$ cat src/pkg/pll_seq_pkg.sv
package pll_seq_pkg;

  // ****************************************
  // Register map
  // ****************************************
  localparam logic [3:0]  ADDR_TIMING0   = 4'h0;
  localparam logic [3:0]  ADDR_TIMING1   = 4'h4;
  localparam logic [3:0]  ADDR_CTRL_STAT = 4'h8;

  // ****************************************
  // Field layout, timing register 0
  // ****************************************
  localparam int PD_MSB  = 31;
  localparam int PD_LSB  = 21;
  localparam int GS_MSB  = 20;
  localparam int GS_LSB  = 6;
  localparam int PHY_MSB = 5;
  localparam int PHY_LSB = 0;

  // ****************************************
  // Field layout, timing register 1
  // ****************************************
  localparam int LOCK_MSB = 31;
  localparam int LOCK_LSB = 16;
  localparam int RST_MSB  = 12;
  localparam int RST_LSB  = 0;
  localparam logic [31:0] TIMING1_RW_MASK = 32'hffff_1fff;

  // ****************************************
  // Reset values
  // ****************************************
  localparam logic [10:0] PD_RESET   = 11'h216;
  localparam logic [14:0] GS_RESET   = 15'h856;
  localparam logic [5:0]  PHY_RESET  = 6'h0f;
  localparam logic [15:0] LOCK_RESET = 16'hd056;
  localparam logic [12:0] RST_RESET  = 13'h12c0;
  localparam logic [31:0] TIMING0_RESET = {PD_RESET, GS_RESET, PHY_RESET};
  localparam logic [31:0] TIMING1_RESET = {LOCK_RESET, 3'h0, RST_RESET};

  // ****************************************
  // Control and status bits
  // ****************************************
  localparam int CTRL_START_BIT  = 0;
  localparam int STAT_BUSY_BIT   = 0;
  localparam int STAT_READY_BIT  = 1;
  localparam int STAT_DONE_BIT   = 2;
  localparam int STAT_PD_BIT     = 4;
  localparam int STAT_RST_BIT    = 5;
  localparam int STAT_GS_BIT     = 6;
  localparam int STAT_PHYRST_BIT = 7;

  // ****************************************
  // Counters and sequencer
  // ****************************************
  localparam int CNT_W = 16;

  typedef enum logic [2:0] {
    ST_IDLE,
    ST_PD_HOLD,
    ST_RST_HOLD,
    ST_LOCK_WAIT,
    ST_CAL_WAIT,
    ST_PHY_EXT,
    ST_DONE
  } seq_state_e;

endpackage
$ cat src/core/phase_counter.sv
`timescale 1ns/1ps
module phase_counter
  import pll_seq_pkg::*;
(
  // Clock and reset
  input  wire logic             clk_sys_i,
  input  wire logic             rst_n_i,
  // Control
  input  wire logic             start_i,
  input  wire logic [CNT_W-1:0] count_i,
  // Status
  output logic                  busy_o,
  output logic                  expire_o
);

  logic [CNT_W-1:0] cnt;

  // Last counted cycle; a zero count acts as one
  assign expire_o = busy_o && (cnt <= CNT_W'(1));

  always_ff @(posedge clk_sys_i) begin
    if (!rst_n_i) begin
      cnt    <= '0;
      busy_o <= 1'b0;
    end else if (start_i) begin
      cnt    <= count_i;
      busy_o <= 1'b1;
    end else if (expire_o) begin
      busy_o <= 1'b0;
    end else if (busy_o) begin
      cnt <= cnt - CNT_W'(1);
    end
  end

endmodule

$ cat src/core/phy_pll_reset_sequencer.sv
// Summary of operation
// - All sequencing durations are counted in configuration clock cycles.
// - PLL power-down pin held for power-down count, then released.
// - PLL reset pin then held for reset count, at least nine microseconds.
// - Gear-shift pin released gear-shift count after PLL reset release.
// - PLL ready only after lock-wait count following PLL reset release.
// - After calibration done, PHY reset held for extension count, then released.
//
// The implementer's own choices: the address map and the Avalon-MM register port.
`timescale 1ns/1ps
module phy_pll_reset_sequencer
  import pll_seq_pkg::*;
(
  // Clock and reset
  input  wire logic        clk_sys_i,
  input  wire logic        rst_n_i,
  // Avalon-MM slave
  input  wire logic [3:0]  avs_address_i,
  input  wire logic        avs_read_i,
  input  wire logic        avs_write_i,
  input  wire logic [31:0] avs_writedata_i,
  input  wire logic [3:0]  avs_byteenable_i,
  output logic [31:0]      avs_readdata_o,
  output logic             avs_waitrequest_o,
  // PHY calibration
  input  wire logic        phy_cal_done_i,
  // PLL and PHY pins
  output logic             pll_powerdown_o,
  output logic             pll_reset_o,
  output logic             pll_gearshift_o,
  output logic             phy_reset_o,
  output logic             pll_ready_o
);

  // ****************************************
  // Registers
  // ****************************************
  logic [31:0] pll_powerdown_gearshift_phy_reset_timing;
  logic [31:0] pll_lock_and_reset_timing;
  logic        start_req;
  seq_state_e  state;
  seq_state_e  next_state;
  logic        cal_sync1;
  logic        cal_sync2;

  logic [10:0] pll_powerdown_hold_count;
  logic [14:0] pll_gearshift_release_count;
  logic [5:0]  phy_reset_extension_count;
  logic [15:0] pll_lock_wait_count;
  logic [12:0] pll_reset_hold_count;

  assign pll_powerdown_hold_count    = pll_powerdown_gearshift_phy_reset_timing[PD_MSB:PD_LSB];
  assign pll_gearshift_release_count = pll_powerdown_gearshift_phy_reset_timing[GS_MSB:GS_LSB];
  assign phy_reset_extension_count   =
    pll_powerdown_gearshift_phy_reset_timing[PHY_MSB:PHY_LSB];
  assign pll_lock_wait_count         = pll_lock_and_reset_timing[LOCK_MSB:LOCK_LSB];
  assign pll_reset_hold_count        = pll_lock_and_reset_timing[RST_MSB:RST_LSB];

  // ****************************************
  // Bus slave
  // ****************************************
  logic        bus_req;
  logic        wr_commit;
  logic [31:0] be_mask;
  logic [31:0] status_word;

  assign bus_req   = avs_read_i || avs_write_i;
  assign wr_commit = avs_write_i && !avs_waitrequest_o;
  assign be_mask   = {{8{avs_byteenable_i[3]}}, {8{avs_byteenable_i[2]}},
                      {8{avs_byteenable_i[1]}}, {8{avs_byteenable_i[0]}}};

  always_comb begin
    status_word                  = '0;
    status_word[STAT_BUSY_BIT]   = (state != ST_IDLE) && (state != ST_DONE);
    status_word[STAT_READY_BIT]  = pll_ready_o;
    status_word[STAT_DONE_BIT]   = (state == ST_DONE);
    status_word[STAT_PD_BIT]     = pll_powerdown_o;
    status_word[STAT_RST_BIT]    = pll_reset_o;
    status_word[STAT_GS_BIT]     = pll_gearshift_o;
    status_word[STAT_PHYRST_BIT] = phy_reset_o;
  end

  // One wait cycle, then answer
  always_ff @(posedge clk_sys_i) begin
    if (!rst_n_i) begin
      avs_waitrequest_o <= 1'b1;
    end else begin
      avs_waitrequest_o <= !(bus_req && avs_waitrequest_o);
    end
  end

  always_ff @(posedge clk_sys_i) begin
    if (!rst_n_i) begin
      avs_readdata_o <= '0;
    end else if (avs_read_i && avs_waitrequest_o) begin
      unique case (avs_address_i)
        ADDR_TIMING0:   avs_readdata_o <= pll_powerdown_gearshift_phy_reset_timing;
        ADDR_TIMING1:   avs_readdata_o <= pll_lock_and_reset_timing;
        ADDR_CTRL_STAT: avs_readdata_o <= status_word;
        default:        avs_readdata_o <= '0;
      endcase
    end
  end

  // Timing registers; new values used at the next phase load
  always_ff @(posedge clk_sys_i) begin
    if (!rst_n_i) begin
      pll_powerdown_gearshift_phy_reset_timing <= TIMING0_RESET;
      pll_lock_and_reset_timing                <= TIMING1_RESET;
    end else if (wr_commit) begin
      if (avs_address_i == ADDR_TIMING0) begin
        pll_powerdown_gearshift_phy_reset_timing <=
          (pll_powerdown_gearshift_phy_reset_timing & ~be_mask) |
          (avs_writedata_i & be_mask);
      end
      if (avs_address_i == ADDR_TIMING1) begin
        pll_lock_and_reset_timing <=
          (pll_lock_and_reset_timing & ~(be_mask & TIMING1_RW_MASK)) |
          (avs_writedata_i & be_mask & TIMING1_RW_MASK);
      end
    end
  end

  // Start request; a pending start is never lost
  always_ff @(posedge clk_sys_i) begin
    if (!rst_n_i) begin
      start_req <= 1'b0;
    end else if (wr_commit && (avs_address_i == ADDR_CTRL_STAT) &&
                 avs_byteenable_i[0] && avs_writedata_i[CTRL_START_BIT]) begin
      start_req <= 1'b1;
    end else if ((state == ST_IDLE) || (state == ST_DONE)) begin
      start_req <= 1'b0;
    end
  end

  // ****************************************
  // Calibration done synchroniser
  // ****************************************
  always_ff @(posedge clk_sys_i) begin
    if (!rst_n_i) begin
      cal_sync1 <= 1'b0;
      cal_sync2 <= 1'b0;
    end else begin
      cal_sync1 <= phy_cal_done_i;
      cal_sync2 <= cal_sync1;
    end
  end

  // ****************************************
  // Phase counters
  // ****************************************
  logic             main_start;
  logic [CNT_W-1:0] main_count;
  logic             main_expire;
  logic             main_busy;
  logic             side_start;
  logic             side_busy;
  logic             side_expire;

  phase_counter u_main_cnt (
    .clk_sys_i (clk_sys_i),
    .rst_n_i   (rst_n_i),
    .start_i   (main_start),
    .count_i   (main_count),
    .busy_o    (main_busy),
    .expire_o  (main_expire)
  );

  // Gear-shift interval runs beside the lock wait
  phase_counter u_gs_cnt (
    .clk_sys_i (clk_sys_i),
    .rst_n_i   (rst_n_i),
    .start_i   (side_start),
    .count_i   (CNT_W'(pll_gearshift_release_count)),
    .busy_o    (side_busy),
    .expire_o  (side_expire)
  );

  // ****************************************
  // Sequencer
  // ****************************************
  always_comb begin
    next_state = state;
    main_start = 1'b0;
    main_count = '0;
    side_start = 1'b0;
    unique case (state)
      ST_IDLE, ST_DONE: begin
        if (start_req) begin
          next_state = ST_PD_HOLD;
          main_start = 1'b1;
          main_count = CNT_W'(pll_powerdown_hold_count);
        end
      end
      ST_PD_HOLD: begin
        if (main_expire) begin
          next_state = ST_RST_HOLD;
          main_start = 1'b1;
          main_count = CNT_W'(pll_reset_hold_count);
        end
      end
      ST_RST_HOLD: begin
        if (main_expire) begin
          next_state = ST_LOCK_WAIT;
          main_start = 1'b1;
          main_count = pll_lock_wait_count;
          side_start = 1'b1;
        end
      end
      ST_LOCK_WAIT: begin
        // Either interval may end first; wait for both
        if ((main_expire || !main_busy) && (side_expire || !side_busy)) begin
          next_state = ST_CAL_WAIT;
        end
      end
      ST_CAL_WAIT: begin
        if (cal_sync2) begin
          next_state = ST_PHY_EXT;
          main_start = 1'b1;
          main_count = CNT_W'(phy_reset_extension_count);
        end
      end
      ST_PHY_EXT: begin
        if (main_expire) begin
          next_state = ST_DONE;
        end
      end
    endcase
  end

  always_ff @(posedge clk_sys_i) begin
    if (!rst_n_i) begin
      state <= ST_IDLE;
    end else begin
      state <= next_state;
    end
  end

  // ****************************************
  // Pin drivers
  // ****************************************
  always_ff @(posedge clk_sys_i) begin
    if (!rst_n_i) begin
      pll_powerdown_o <= 1'b1;
      pll_reset_o     <= 1'b1;
      pll_gearshift_o <= 1'b1;
      phy_reset_o     <= 1'b1;
      pll_ready_o     <= 1'b0;
    end else begin
      pll_powerdown_o <= (next_state == ST_IDLE) || (next_state == ST_PD_HOLD) ||
                         (pll_powerdown_o && next_state == ST_DONE && state == ST_DONE);
      pll_reset_o     <= (next_state inside {ST_IDLE, ST_PD_HOLD, ST_RST_HOLD});
      if (side_start || main_start && next_state == ST_PD_HOLD) begin
        pll_gearshift_o <= 1'b1;
      end else if (side_expire) begin
        pll_gearshift_o <= 1'b0;
      end
      pll_ready_o     <= (next_state inside {ST_CAL_WAIT, ST_PHY_EXT, ST_DONE});
      phy_reset_o     <= (next_state != ST_DONE);
    end
  end

endmodule

$ cat config.mk
export PLATFORM = sky130hd
export DESIGN_NAME = phy_pll_reset_sequencer
export DESIGN_NICKNAME = d
export VERILOG_FILES = /design/src/pkg/pll_seq_pkg.sv /design/src/core/phase_counter.sv /design/src/core/phy_pll_reset_sequencer.sv
export SDC_FILE = /design/constraint.sdc
export NUM_CORES = 1
export LEC_CHECK = 0
export ABC_CLOCK_PERIOD_IN_PS = 2900
export BUFFER_PORTS_ARGS = -buffer_cell sky130_fd_sc_hd__clkbuf_2
export CAP_MARGIN = 15
export CORE_ASPECT_RATIO = 0.8
export CORE_MARGIN = 4
export CORE_UTILIZATION = 57
export CTS_CLUSTER_SIZE = 8
export DETAILED_ROUTE_END_ITERATION = 8
export GPL_TIMING_DRIVEN = 0
export PLACE_DENSITY = 0.85
export SYNTH_ARGS = -nofsm -noshare
export SYNTH_HDL_FRONTEND = slang
export SYNTH_SLANG_ARGS = --single-unit
$ cat constraint.sdc
create_clock -name clk_sys_i -period 2.9 [get_ports clk_sys_i]
set_clock_uncertainty 0.1 [all_clocks]
set_input_delay 0.58 -clock clk_sys_i [delete_from_list [all_inputs] [get_ports clk_sys_i]]
set_output_delay 0.58 -clock clk_sys_i [all_outputs]
set_load 0.005 [all_outputs]
Word-level counts from Yosys, hierarchy flattened --
Index checks and enable logic that the tools add are counted.
Storage, ports and cells: register bits after elaboration 142, output and inout bits 38, word-level logic and storage cells 122
Operators by class: add/sub/neg operators 2, order comparisons 2, eq/ne operators 17, multiplexer cells 30, bitwise operators 9, reductions and logical operators 44
Operators with widths (number):
- 32-bit bitwise AND | 3
- 32-bit case mux with 3 select lines | 1
- 16-bit 2-to-1 mux | 4
- 32-bit inverter | 2
- 32-bit OR | 2
- 16-bit case mux with 4 select lines | 1
- 15-bit 2-to-1 mux | 3
- 16-bit by 1-bit less-or-equal comparator with 1-bit output (second input constant) | 2
- 16-bit by 1-bit subtractor with 16-bit output (second input constant) | 2
- 3-bit == test (second input constant) | 6
- 3-bit 2-to-1 mux | 6
- 3-bit case mux with 6 select lines | 1
- 1-bit logical AND | 13
- 13-bit 2-to-1 mux | 1
- 11-bit 2-to-1 mux | 1
- 1-bit 2-to-1 mux | 10
- 2-bit AND reduction | 5
- 2-bit nonzero test | 5
- 3-bit by 2-bit == test with 1-bit output (second input constant) | 3
- 3-bit nonzero test | 3
- 2-bit OR reduction | 4
- 1-bit logical OR | 7
- 3-bit by 1-bit == test with 1-bit output (second input constant) | 2
- 3-bit logical NOT | 2
- 9 further kinds | 15

Depth between registers and ports, before layout --
Gate-level depths: netlist of run 1.
depth after elaboration 10, depth in mapped cells 9, depth with buffers taken out 8

Modules after synthesis --
A second synthesis of run 1 with hierarchy kept.
Second synthesis, totals: cell total of the unflattened synthesis 740, area, all modules 6656.4 um^2
Modules (own cells, without submodules):
- phy_pll_reset_sequencer | instances 1, cells an instance 482, area an instance 4454.3 um^2, sequential area each 2102.0 um^2
- phase_counter | instances 2, cells an instance 129, area an instance 1101.1 um^2, sequential area each 340.3 um^2

Worst setup path before layout of run 1 --
OpenSTA, ideal clock, no wires.
path type input to register, from in avs_address_i[1], to reg avs_readdata_o[2], setup time 0.065 ns, arrival time 2.006 ns, required time 2.735 ns, slack 0.729 ns, stages on the path 9, path buffers 3, cells stage by stage or2_2 clkbuf_1 nor3_1 buf_2 buf_1 nand2_1 a21oi_1 a21oi_1 nor2_1
Between the ends: longest elaborated chain between the ends 2, elaborated cells between the ends (all ways) 4
Ends and longest elaborated chain:
- start, declared | line phy_pll_reset_sequencer.sv:18 | input wire logic [3:0] avs_address_i,
- 4-bit == test (tied with other cells) | line phy_pll_reset_sequencer.sv:96 | unique case (avs_address_i)
- 32-bit case mux with 3 select lines (*) | line phy_pll_reset_sequencer.sv:96
- end signal, assigned | line phy_pll_reset_sequencer.sv:97 | ADDR_TIMING0: avs_readdata_o <= pll_powerdown_gearshift_phy_reset_timing;
- end signal, assigned | line phy_pll_reset_sequencer.sv:98 | ADDR_TIMING1: avs_readdata_o <= pll_lock_and_reset_timing;
- end signal, assigned | line phy_pll_reset_sequencer.sv:99 | ADDR_CTRL_STAT: avs_readdata_o <= status_word;
- end, declared | line phy_pll_reset_sequencer.sv:23 | output logic [31:0] avs_readdata_o,
Mark *: on every way between the ends. The rest lies on a longest branch, timed or not. A chain may end at the register's enable or synchronous reset.

==> flow_metrics.tcl, run 1 <==
set metrics [dict create \
    clkPwrFrac 0.509 \
    drive_above_1_share 0.158 \
    grt_max_degree 17 \
    tritoncts "done" \
    grt_setup_unrepaired "no" \
    hold_viol_final 0 \
    rr_endpoint "u_main_cnt.cnt[3]" \
    whs_endpoint "avs_waitrequest_o" \
    p_seq_frac 0.453 \
    gp_congestion 0.986 \
    ir_drop_mv 0.600 \
    leakage_uw 0.00288 \
    syn_area_um2 6200 \
    critical_path_required_ns 3.08 \
    synth_seq_cells 139 \
    slowest_stage "nor3b_2" \
    fin_crit_sh 0.913 \
    crit_top_cell "nand3_1" \
    viasPerCell 6.10 \
    swShare 0.247 \
    rrSetupSlack_ns 0.32 \
    crit_family "simple AND/OR/NAND/NOR gates" \
    cts_buffers 17 \
    dr.pass1.iters 8 \
    dpl.hpwl_mm 13.9 \
    die_h_um 101 \
    worst_r2r_startpoint "u_main_cnt.cnt[8]" \
    cts_setup_buffers 0 \
    die_w_um 125 \
    place_area_um2 6780 \
    yosysSeqAreaShare 0.449 \
    antenna_found_initial 0 \
    coreArea_um2 10400 \
    synthArstFlopShare 0 \
    syn_nets 826 \
    synth.distinct_cells 65 \
    ys_warn_count 0 \
    route.antenna.remaining_nets 0 \
    postLayoutCellArea_um2 7380 \
    min_path_type "input port to flop" \
    clock_latency_ns 0.43 \
    clockBufferDepth 2 \
    finalSetupTns_ns 0 \
    min_from "avs_write_i" \
    synth.avg_cell_area_um2 7.98 \
    final_nets 926 \
    vias 6281 \
    setup_violations 0 \
    tightest_slew_ns 1.01 \
    fin_util 0.706 \
    syn_inst 777 \
    worstSetupPathType "input port to flop" \
    synth-edff-count 0 \
    max_freq_mhz 378 \
    end_kind "flop" \
    slew_headroom 0.327 \
    timing.hold.ws_ns 0.263 \
    cp_max_fo 10 \
    p_switching_uw 1050 \
    p_int_uw 3200 \
    initial_core_util 0.594 \
    rows 33 \
    fillers 806 \
    wl_per_cell_um 18.6 \
    grt_use_total 0.304 \
    outcome "complete, no violations" \
    min_path_cells 2 \
    slew_viol_final 0 \
    clockRootBuffer "clkbuf_16" \
    num_antenna_cells 0 \
    ff2ff_path_depth 7 \
    drv_cap 0 \
    clock_sinks 139 \
    power.density_nw_per_um2 576 \
    worst-path-buf-inv 3 \
    drt_wl_total_mm 19.1 \
    synth_ff_type "dfxtp_1" \
    grt_pass1_vias 5872 \
    crit_chain "clkbuf_2, or2_2, clkbuf_1, nor3b_2, buf_2, nand3_1, nand2_1, nand3_1" \
    layout_min_cycle_time_ns 2.65 \
    crit_arrival_ns 2.83 \
    h-tree-depth 4 \
    worstSetupStartpointType "input port" \
    clk_pin_slew_ns 0.06 \
    p_comb_frac 0.038 \
    max_stage_delay_ns 0.72 \
    place.port_buffers 81 \
    drc 0 \
    cts_resized 0 \
    holdBufCountCts 0 \
    grt-ovfl-total 0 \
    die_area_um2 12600 \
    grt_first_pass_wirelength_mm 30.3 \
    syn_to_final_growth_pct 19.0 \
    drt-initial-drc-count 1003 \
    ios 83 \
]
worst max path at each step:
stage | from | to | depth (start not counted)
2_1_floorplan | avs_address_i[1] | avs_readdata_o[2] | 9
3_3_place_gp | avs_address_i[1] | flop | 8
3_5_place_dp | avs_address_i[1] | flop | 8
4_1_cts | u_main_cnt.cnt[0] | u_main_cnt.cnt[5] | 8
5_1_grt | avs_address_i[1] | flop | 8
6_report | avs_address_i[1] | flop | 8
routing by layer:
metal | track usage | vias up | part of all wire
met5 | 0 | - | 0
met2 | 0.443 | 424 | 0.42
met1 | 0.415 | 2849 | 0.42
li1 | - | 2951 | -
met4 | 0.142 | 0 | 0.032
met3 | 0.0933 | 57 | 0.13
placed cells by master (no fill, tap or decap), types with 3 or more instances in the layout:
master	n
nand3_1	35
nor4_1	5
o21ai_0	13
and3_1	13
inv_6	5
or4_1	4
inv_1	11
ha_1	4
nor3_2	3
a31oi_1	10
xnor2_1	13
clkbuf_2	81
xor2_1	9
clkbuf_1	36
clkinv_4	5
clkbuf_16	17
buf_1	3
nand3b_1	3
nor2_1	91
nor3_1	12
nand2_1	149
a22oi_1	31
and2_1	3
buf_2	8
a21boi_0	4
o21ai_1	7
nor2b_1	5
mux2i_1	8
o22ai_1	6
dfxtp_1	139
buf_4	4
o21a_1	4
o2111ai_1	3
a21oi_1	84
nand4_1	7
a222oi_1	10
o41ai_1	3
final cells by class:
cell class	count	area [um2]	area share
Timing Repair Buffer	81	405	0.0549
Tap cell	140	175	0.0237
Multi-Input combinational cell	575	3150	0.428
Inverter	11	41.3	0.00560
Sequential cell	139	2780	0.377
Clock inverter	14	153	0.0207
Buffer	52	228	0.0309
Clock buffer	18	439	0.0595
through the flow:
step / setup WS (ns) / total power, uW / std cells
3_5_place_dp: 0.0139 / 2120 / 998
4_1_cts: 0.229 / 4240 / 1030
6_report: 0.251 / 4250 / 1030
3_3_place_gp: 0.0615 / 2120 / 998
2_1_floorplan: 0.729 / 2040 / 777
5_1_grt: 0.256 / 4330 / 1030
power groups by stage:
stage          Sequential, uW  Clock, uW  Combinational (uW)
3_3_place_gp             1960          0                 154
6_report                 1920       2160                 161
3_5_place_dp             1960          0                 154
5_1_grt                  1920       2240                 172
2_1_floorplan            1960          0                73.8
4_1_cts                  1920       2160                 156
synthesized netlist by cell type, types with 11 or more instances:
library cell / count / area, um2
a21oi_1: 84 / 420
a22oi_1: 31 / 233
and3_1: 13 / 81.3
clkbuf_1: 36 / 135
dfxtp_1: 139 / 2780
inv_1: 11 / 41.3
nand2_1: 149 / 559
nand3_1: 35 / 175
nor2_1: 91 / 342
nor3_1: 13 / 65.1
o21ai_0: 13 / 65.1
xnor2_1: 13 / 114
cell families after synthesis:
family | Yosys count | share of synthesized area
simple gates | 347 | 0.256
compound gates | 193 | 0.198
flops | 139 | 0.449
buf+inv | 63 | 0.0434
xor+xnor | 22 | 0.0311
mux | 9 | 0.0147
fa+ha+maj | 4 | 0.00807
Note: power is estimated with default switching activity, not from simulation.
==> run 2: changes to the inputs <==
--- a/config.mk
+++ b/config.mk
@@ -15,3 +15,2 @@
 export DETAILED_ROUTE_END_ITERATION = 8
-export GPL_TIMING_DRIVEN = 0
 export PLACE_DENSITY = 0.85
--- a/constraint.sdc
+++ b/constraint.sdc
@@ -4,2 +4,2 @@
 set_output_delay 0.58 -clock clk_sys_i [all_outputs]
-set_load 0.005 [all_outputs]
+set_load 0.01 [all_outputs]
==> flow_metrics.tcl, run 2 (synthesized netlist as in run 1, its figures left out) <==
set metrics [dict create \
    worstSetupStartpointType "flop" \
    die_area_um2 12600 \
    h-tree-depth 4 \
    drt-initial-drc-count 1018 \
    layout_min_cycle_time_ns 2.55 \
    tightest_slew_ns 1.05 \
    end_kind "flop" \
    tritoncts "done" \
    clock_sinks 139 \
    ff2ff_path_depth 9 \
    slew_viol_final 0 \
    grt_first_pass_wirelength_mm 29.5 \
    final_common_cell "nand2_1" \
    slowest_stage "a21boi_0" \
    min_path_cells 2 \
    place.port_buffers 82 \
    clockRootBuffer "clkbuf_16" \
    antenna_found_initial 0 \
    rrSetupSlack_ns 0.35 \
    path_depth 9 \
    ios 83 \
    worstSetupStartpoint "u_main_cnt.cnt[0]" \
    rr_endpoint "u_main_cnt.cnt[1]" \
    num_antenna_cells 0 \
    swShare 0.240 \
    clock_latency_ns 0.43 \
    cp_max_fo 20 \
    drv_cap 0 \
    leakage_uw 0.00281 \
    final_nets 888 \
    cts_buffers 17 \
    critical_path_required_ns 3.09 \
    dpl.hpwl_mm 12.7 \
    clkPwrFrac 0.489 \
    crit_end "u_main_cnt.cnt[1]" \
    p_seq_frac 0.473 \
    dr.pass1.iters 7 \
    drc 0 \
    total_power_uw 4070 \
    grt_max_degree 68 \
    syn_to_final_growth_pct 16.7 \
    route.antenna.remaining_nets 0 \
    p_int_uw 3090 \
    vias 6208 \
    outcome "complete, no violations" \
    drt_wl_total_mm 18.8 \
    grt_setup_unrepaired "no" \
    slew_headroom 0.300 \
    gp_congestion 1.02 \
    fin_crit_sh 0.879 \
    finalSetupTns_ns 0 \
    p_comb_frac 0.038 \
    ir_drop_mv 0.428 \
    worst_r2r_startpoint "u_main_cnt.cnt[0]" \
    max_freq_mhz 392 \
    initial_core_util 0.594 \
    crit_arrival_ns 2.73 \
    viasPerCell 6.26 \
    drive_above_1_share 0.165 \
    die_h_um 101 \
    grt_pass1_vias 5626 \
    rows 33 \
    cts_setup_buffers 0 \
    min_path_type "input port to flop" \
    worstSetupPathType "flop to flop" \
    grt_use_total 0.291 \
    holdBufCountCts 0 \
    setup_violations 0 \
    crit_chain "inv_1, ha_1, nor2_1, nand4b_2, nor4_2, buf_4, a222oi_1, a21boi_0, o22ai_1" \
    worst-path-buf-inv 2 \
    p_switching_uw 977 \
    clk_pin_slew_ns 0.06 \
    power.density_nw_per_um2 562 \
    hold_viol_final 0 \
    max_stage_delay_ns 0.40 \
    clockBufferDepth 2 \
    layout_common_cells "nand2_1 (149), dfxtp_1 (139), nor2_1 (91), a21oi_1 (84), clkbuf_2 (82)" \
    wl_per_cell_um 18.9 \
    crit_family "compound AO/OA/AOI/OAI gates" \
    die_w_um 125 \
    grt-ovfl-total 0 \
    coreArea_um2 10400 \
]
run 2: cell types whose count changed in the layout (fill, tap and decap cells not counted), moves of 2 or more:
| cell | delta |
|---|---|
| buf_2 | -8 |
| buf_12 | +2 |
| inv_6 | -2 |
| buf_4 | +7 |
| clkinv_4 | -2 |
| clkinvlp_4 | +3 |
| clkbuf_1 | -33 |
| buf_1 | -3 |
run 2: metrics by stage:
stage | area [um2] | setup slack (ns) | utilization | hold WS [ns] | cells
after global placement | 6690 | 0.525 | 0.641 | 0.326 | 960
after floorplan | 6200 | 0.729 | - | 0.312 | 777
after global routing | 7240 | 0.202 | 0.693 | 0.269 | 992
after detailed placement | 6690 | 0.278 | 0.641 | 0.332 | 960
after CTS | 7230 | 0.225 | 0.692 | 0.268 | 992
final | 7240 | 0.352 | 0.693 | 0.262 | 992
run 2: worst min-delay path by stage:
stage | startpoint | endpoint | slack, ns
global placement | cal_sync1 | cal_sync2 | 0.33
finish | phy_cal_done_i | cal_sync1 | 0.26
CTS | phy_cal_done_i | cal_sync1 | 0.27
floorplan | cal_sync1 | cal_sync2 | 0.31
global route | phy_cal_done_i | cal_sync1 | 0.27
detailed placement | cal_sync1 | cal_sync2 | 0.33
run 2: what timing repair did:
action / CTS / global route
resized for setup: 0 / 1
setup endpoints to repair: 0 / 1
hold endpoints to repair: 0 / 0
run 2: power groups by stage:
stage | clock [uW] | sequential (uW) | combinational (uW)
after floorplan | 0 | 1960 | 73.8
after global placement | 0 | 1960 | 145
after detailed placement | 0 | 1970 | 147
after CTS | 1990 | 1920 | 149
after global routing | 2070 | 1920 | 164
final | 1990 | 1920 | 153
run 2: layer usage:
metal,global-route usage,part of all wire,vias to the layer above
met3,0.0759,0.12,30
met2,0.444,0.44,374
met4,0.0977,0.022,0
met1,0.406,0.42,2938
met5,0,0,-
li1,-,-,2866
run 2: final cells by class:
type | instances | area [um2]
fill | 803 | 3210
clock buffer | 21 | 450
timing repair buffer | 95 | 533
tap | 140 | 175
clock inverter | 11 | 87.6
multi-input combinational | 575 | 3170
inverter | 11 | 41.3
sequential | 139 | 2780
==> run 3: changes to the inputs <==
Settings changed: ABC_CLOCK_PERIOD_IN_PS 2900 to 3000, CORE_MARGIN 4 to default, CORE_UTILIZATION 57 to 60, PLACE_DENSITY 0.85 to 0.95.
Clock period 2.9 ns to 3 ns, I/O delays scaled along.
==> flow_metrics.tcl, run 3 (synthesized netlist as in run 1, its figures left out) <==
set metrics [dict create \
    drc 1 \
    critical_path_required_ns 3.26 \
    viasPerCell 6.46 \
    ff2ff_path_depth 8 \
    drt-initial-drc-count 1016 \
    max_freq_mhz 381 \
    tritoncts "done" \
    fin_crit_sh 0.876 \
    place_area_um2 6700 \
    slowest_stage "nor3_1" \
    drive_above_1_share 0.164 \
    clock_latency_ns 0.43 \
    setup_violations 0 \
    ios 83 \
    h-tree-depth 4 \
    outcome "finished with violations" \
    rrSetupSlack_ns 0.37 \
    num_antenna_cells 0 \
    end_kind "flop" \
    min_from "avs_write_i" \
    slew_headroom 0.285 \
    crit_arrival_ns 2.89 \
    min_path_type "input port to flop" \
    syn_to_final_growth_pct 17.2 \
    layout_common_cells "nand2_1 (149), dfxtp_1 (139), nor2_1 (91), a21oi_1 (84), clkbuf_2 (82)" \
    final_common_cell "nand2_1" \
    grt_first_pass_wirelength_mm 30.9 \
    coreArea_um2 9850 \
    whs_endpoint "avs_waitrequest_o" \
    route.antenna.remaining_nets 0 \
    dpl.hpwl_mm 12.1 \
    slew_viol_final 0 \
    layout_min_cycle_time_ns 2.63 \
    wl_per_cell_um 19.5 \
    hold_viol_final 0 \
    drv_cap 0 \
    worstSetupPathType "flop to flop" \
    worst_r2r_startpoint "u_main_cnt.cnt[0]" \
    fillers 683 \
    grt_use_total 0.379 \
    clockRootBuffer "clkbuf_16" \
    max_stage_delay_ns 0.88 \
    tightest_slew_ns 1.06 \
    ir_drop_mv 0.435 \
    worstSetupStartpointType "flop" \
    initial_core_util 0.630 \
    cts_buffers 17 \
    dr.pass1.iters 9 \
    power.density_nw_per_um2 560 \
    rows 32 \
    clk_pin_slew_ns 0.06 \
    leakage_uw 0.00284 \
    final_nets 889 \
    total_power_uw 4070 \
    rr_endpoint "u_main_cnt.cnt[5]" \
    cp_max_fo 10 \
    cts_setup_buffers 0 \
    drt_wl_total_mm 19.3 \
    place.port_buffers 82 \
    crit_chain "inv_1, ha_1, nor2_1, nand4b_2, nor4_2, nor3_1, o21ai_0, a31oi_1" \
    die_w_um 116 \
    grt_setup_unrepaired "no" \
    finalSetupTns_ns 0 \
    grt_max_degree 64 \
    min_path_cells 2 \
    antenna_found_initial 0 \
    gp_congestion 0.957 \
    violations "design-rule violations" \
    holdBufCountCts 0 \
    postLayoutCellArea_um2 7270 \
    vias 6393 \
    cts_resized 0 \
    die_area_um2 10700 \
    grt-ovfl-total 0 \
    die_h_um 92.9 \
    clockBufferDepth 2 \
    clock_sinks 139 \
    grt_pass1_vias 6073 \
]
run 3: cell types whose count changed in the layout (fill, tap and decap cells not counted):
cell / change
bufinv_16: +2
clkinv_2: +2
clkinv_4: -2
clkinvlp_4: -2
buf_4: +1
clkbuf_1: +1
inv_6: -1
nor3_1: +1
nor3_2: -1
run 3: critical path: cells and delay by family (launching register included):
| family | cells | cell delay (ns) |
|---|---|---|
| DFF | 1 | 0.37 |
| and+or+nand+nor | 4 | 1.37 |
| AOI/OAI and AO/OA | 2 | 0.41 |
| adders and majority gates | 1 | 0.23 |
| buffers and inverters | 1 | 0.09 |
run 3: final cells by class:
class | count | area, um2 | share of cell area
timing repair buffer | 96 | 541 | 0.0744
multi-input combinational | 575 | 3160 | 0.435
sequential | 139 | 2780 | 0.383
clock buffer | 22 | 454 | 0.0625
inverter | 11 | 41.3 | 0.00568
clock inverter | 10 | 116 | 0.0160
tap | 136 | 170 | 0.0234
run 3: report_power, final:
part           leakage, uW  internal (uW)  switching, uW
registers          0.00112           1850           7.00
clock network     0.000275           1250            811
logic              0.00144           48.8            103
run 3: how the worst max path moves through the flow:
stage                            startpoint                end  slack (ns)  cells after the start
after floorplan            avs_address_i[1]  avs_readdata_o[2]        0.81                      9
after global placement    u_main_cnt.cnt[0]  u_main_cnt.cnt[5]        0.61                      8
after detailed placement  u_main_cnt.cnt[0]  u_main_cnt.cnt[5]        0.49                      8
after CTS                 u_main_cnt.cnt[0]  u_main_cnt.cnt[5]        0.45                      8
after global routing      u_main_cnt.cnt[0]  u_main_cnt.cnt[5]        0.14                      8
final                     u_main_cnt.cnt[0]  u_main_cnt.cnt[5]        0.37                      8
run 3: metrics by stage:
step	hold slack, ns	utilization	setup slack (ns)	std cells
3_3_place_gp	0.331	0.680	0.611	957
3_5_place_dp	0.331	0.680	0.494	957
6_report	0.280	0.738	0.373	989
2_1_floorplan	0.312	-	0.809	777
4_1_cts	0.281	0.738	0.445	989
5_1_grt	0.298	0.738	0.142	989
run 3: layer usage:
layer / GRT usage / part of all wire / vias to the layer above / wire, um
met5: 0 / 0 / - / 0
met3: 0.115 / 0.14 / 101 / 2690
met1: 0.492 / 0.37 / 2884 / 7220
li1: - / - / 2871 / -
met4: 0.171 / 0.043 / 0 / 835
met2: 0.577 / 0.44 / 537 / 8590
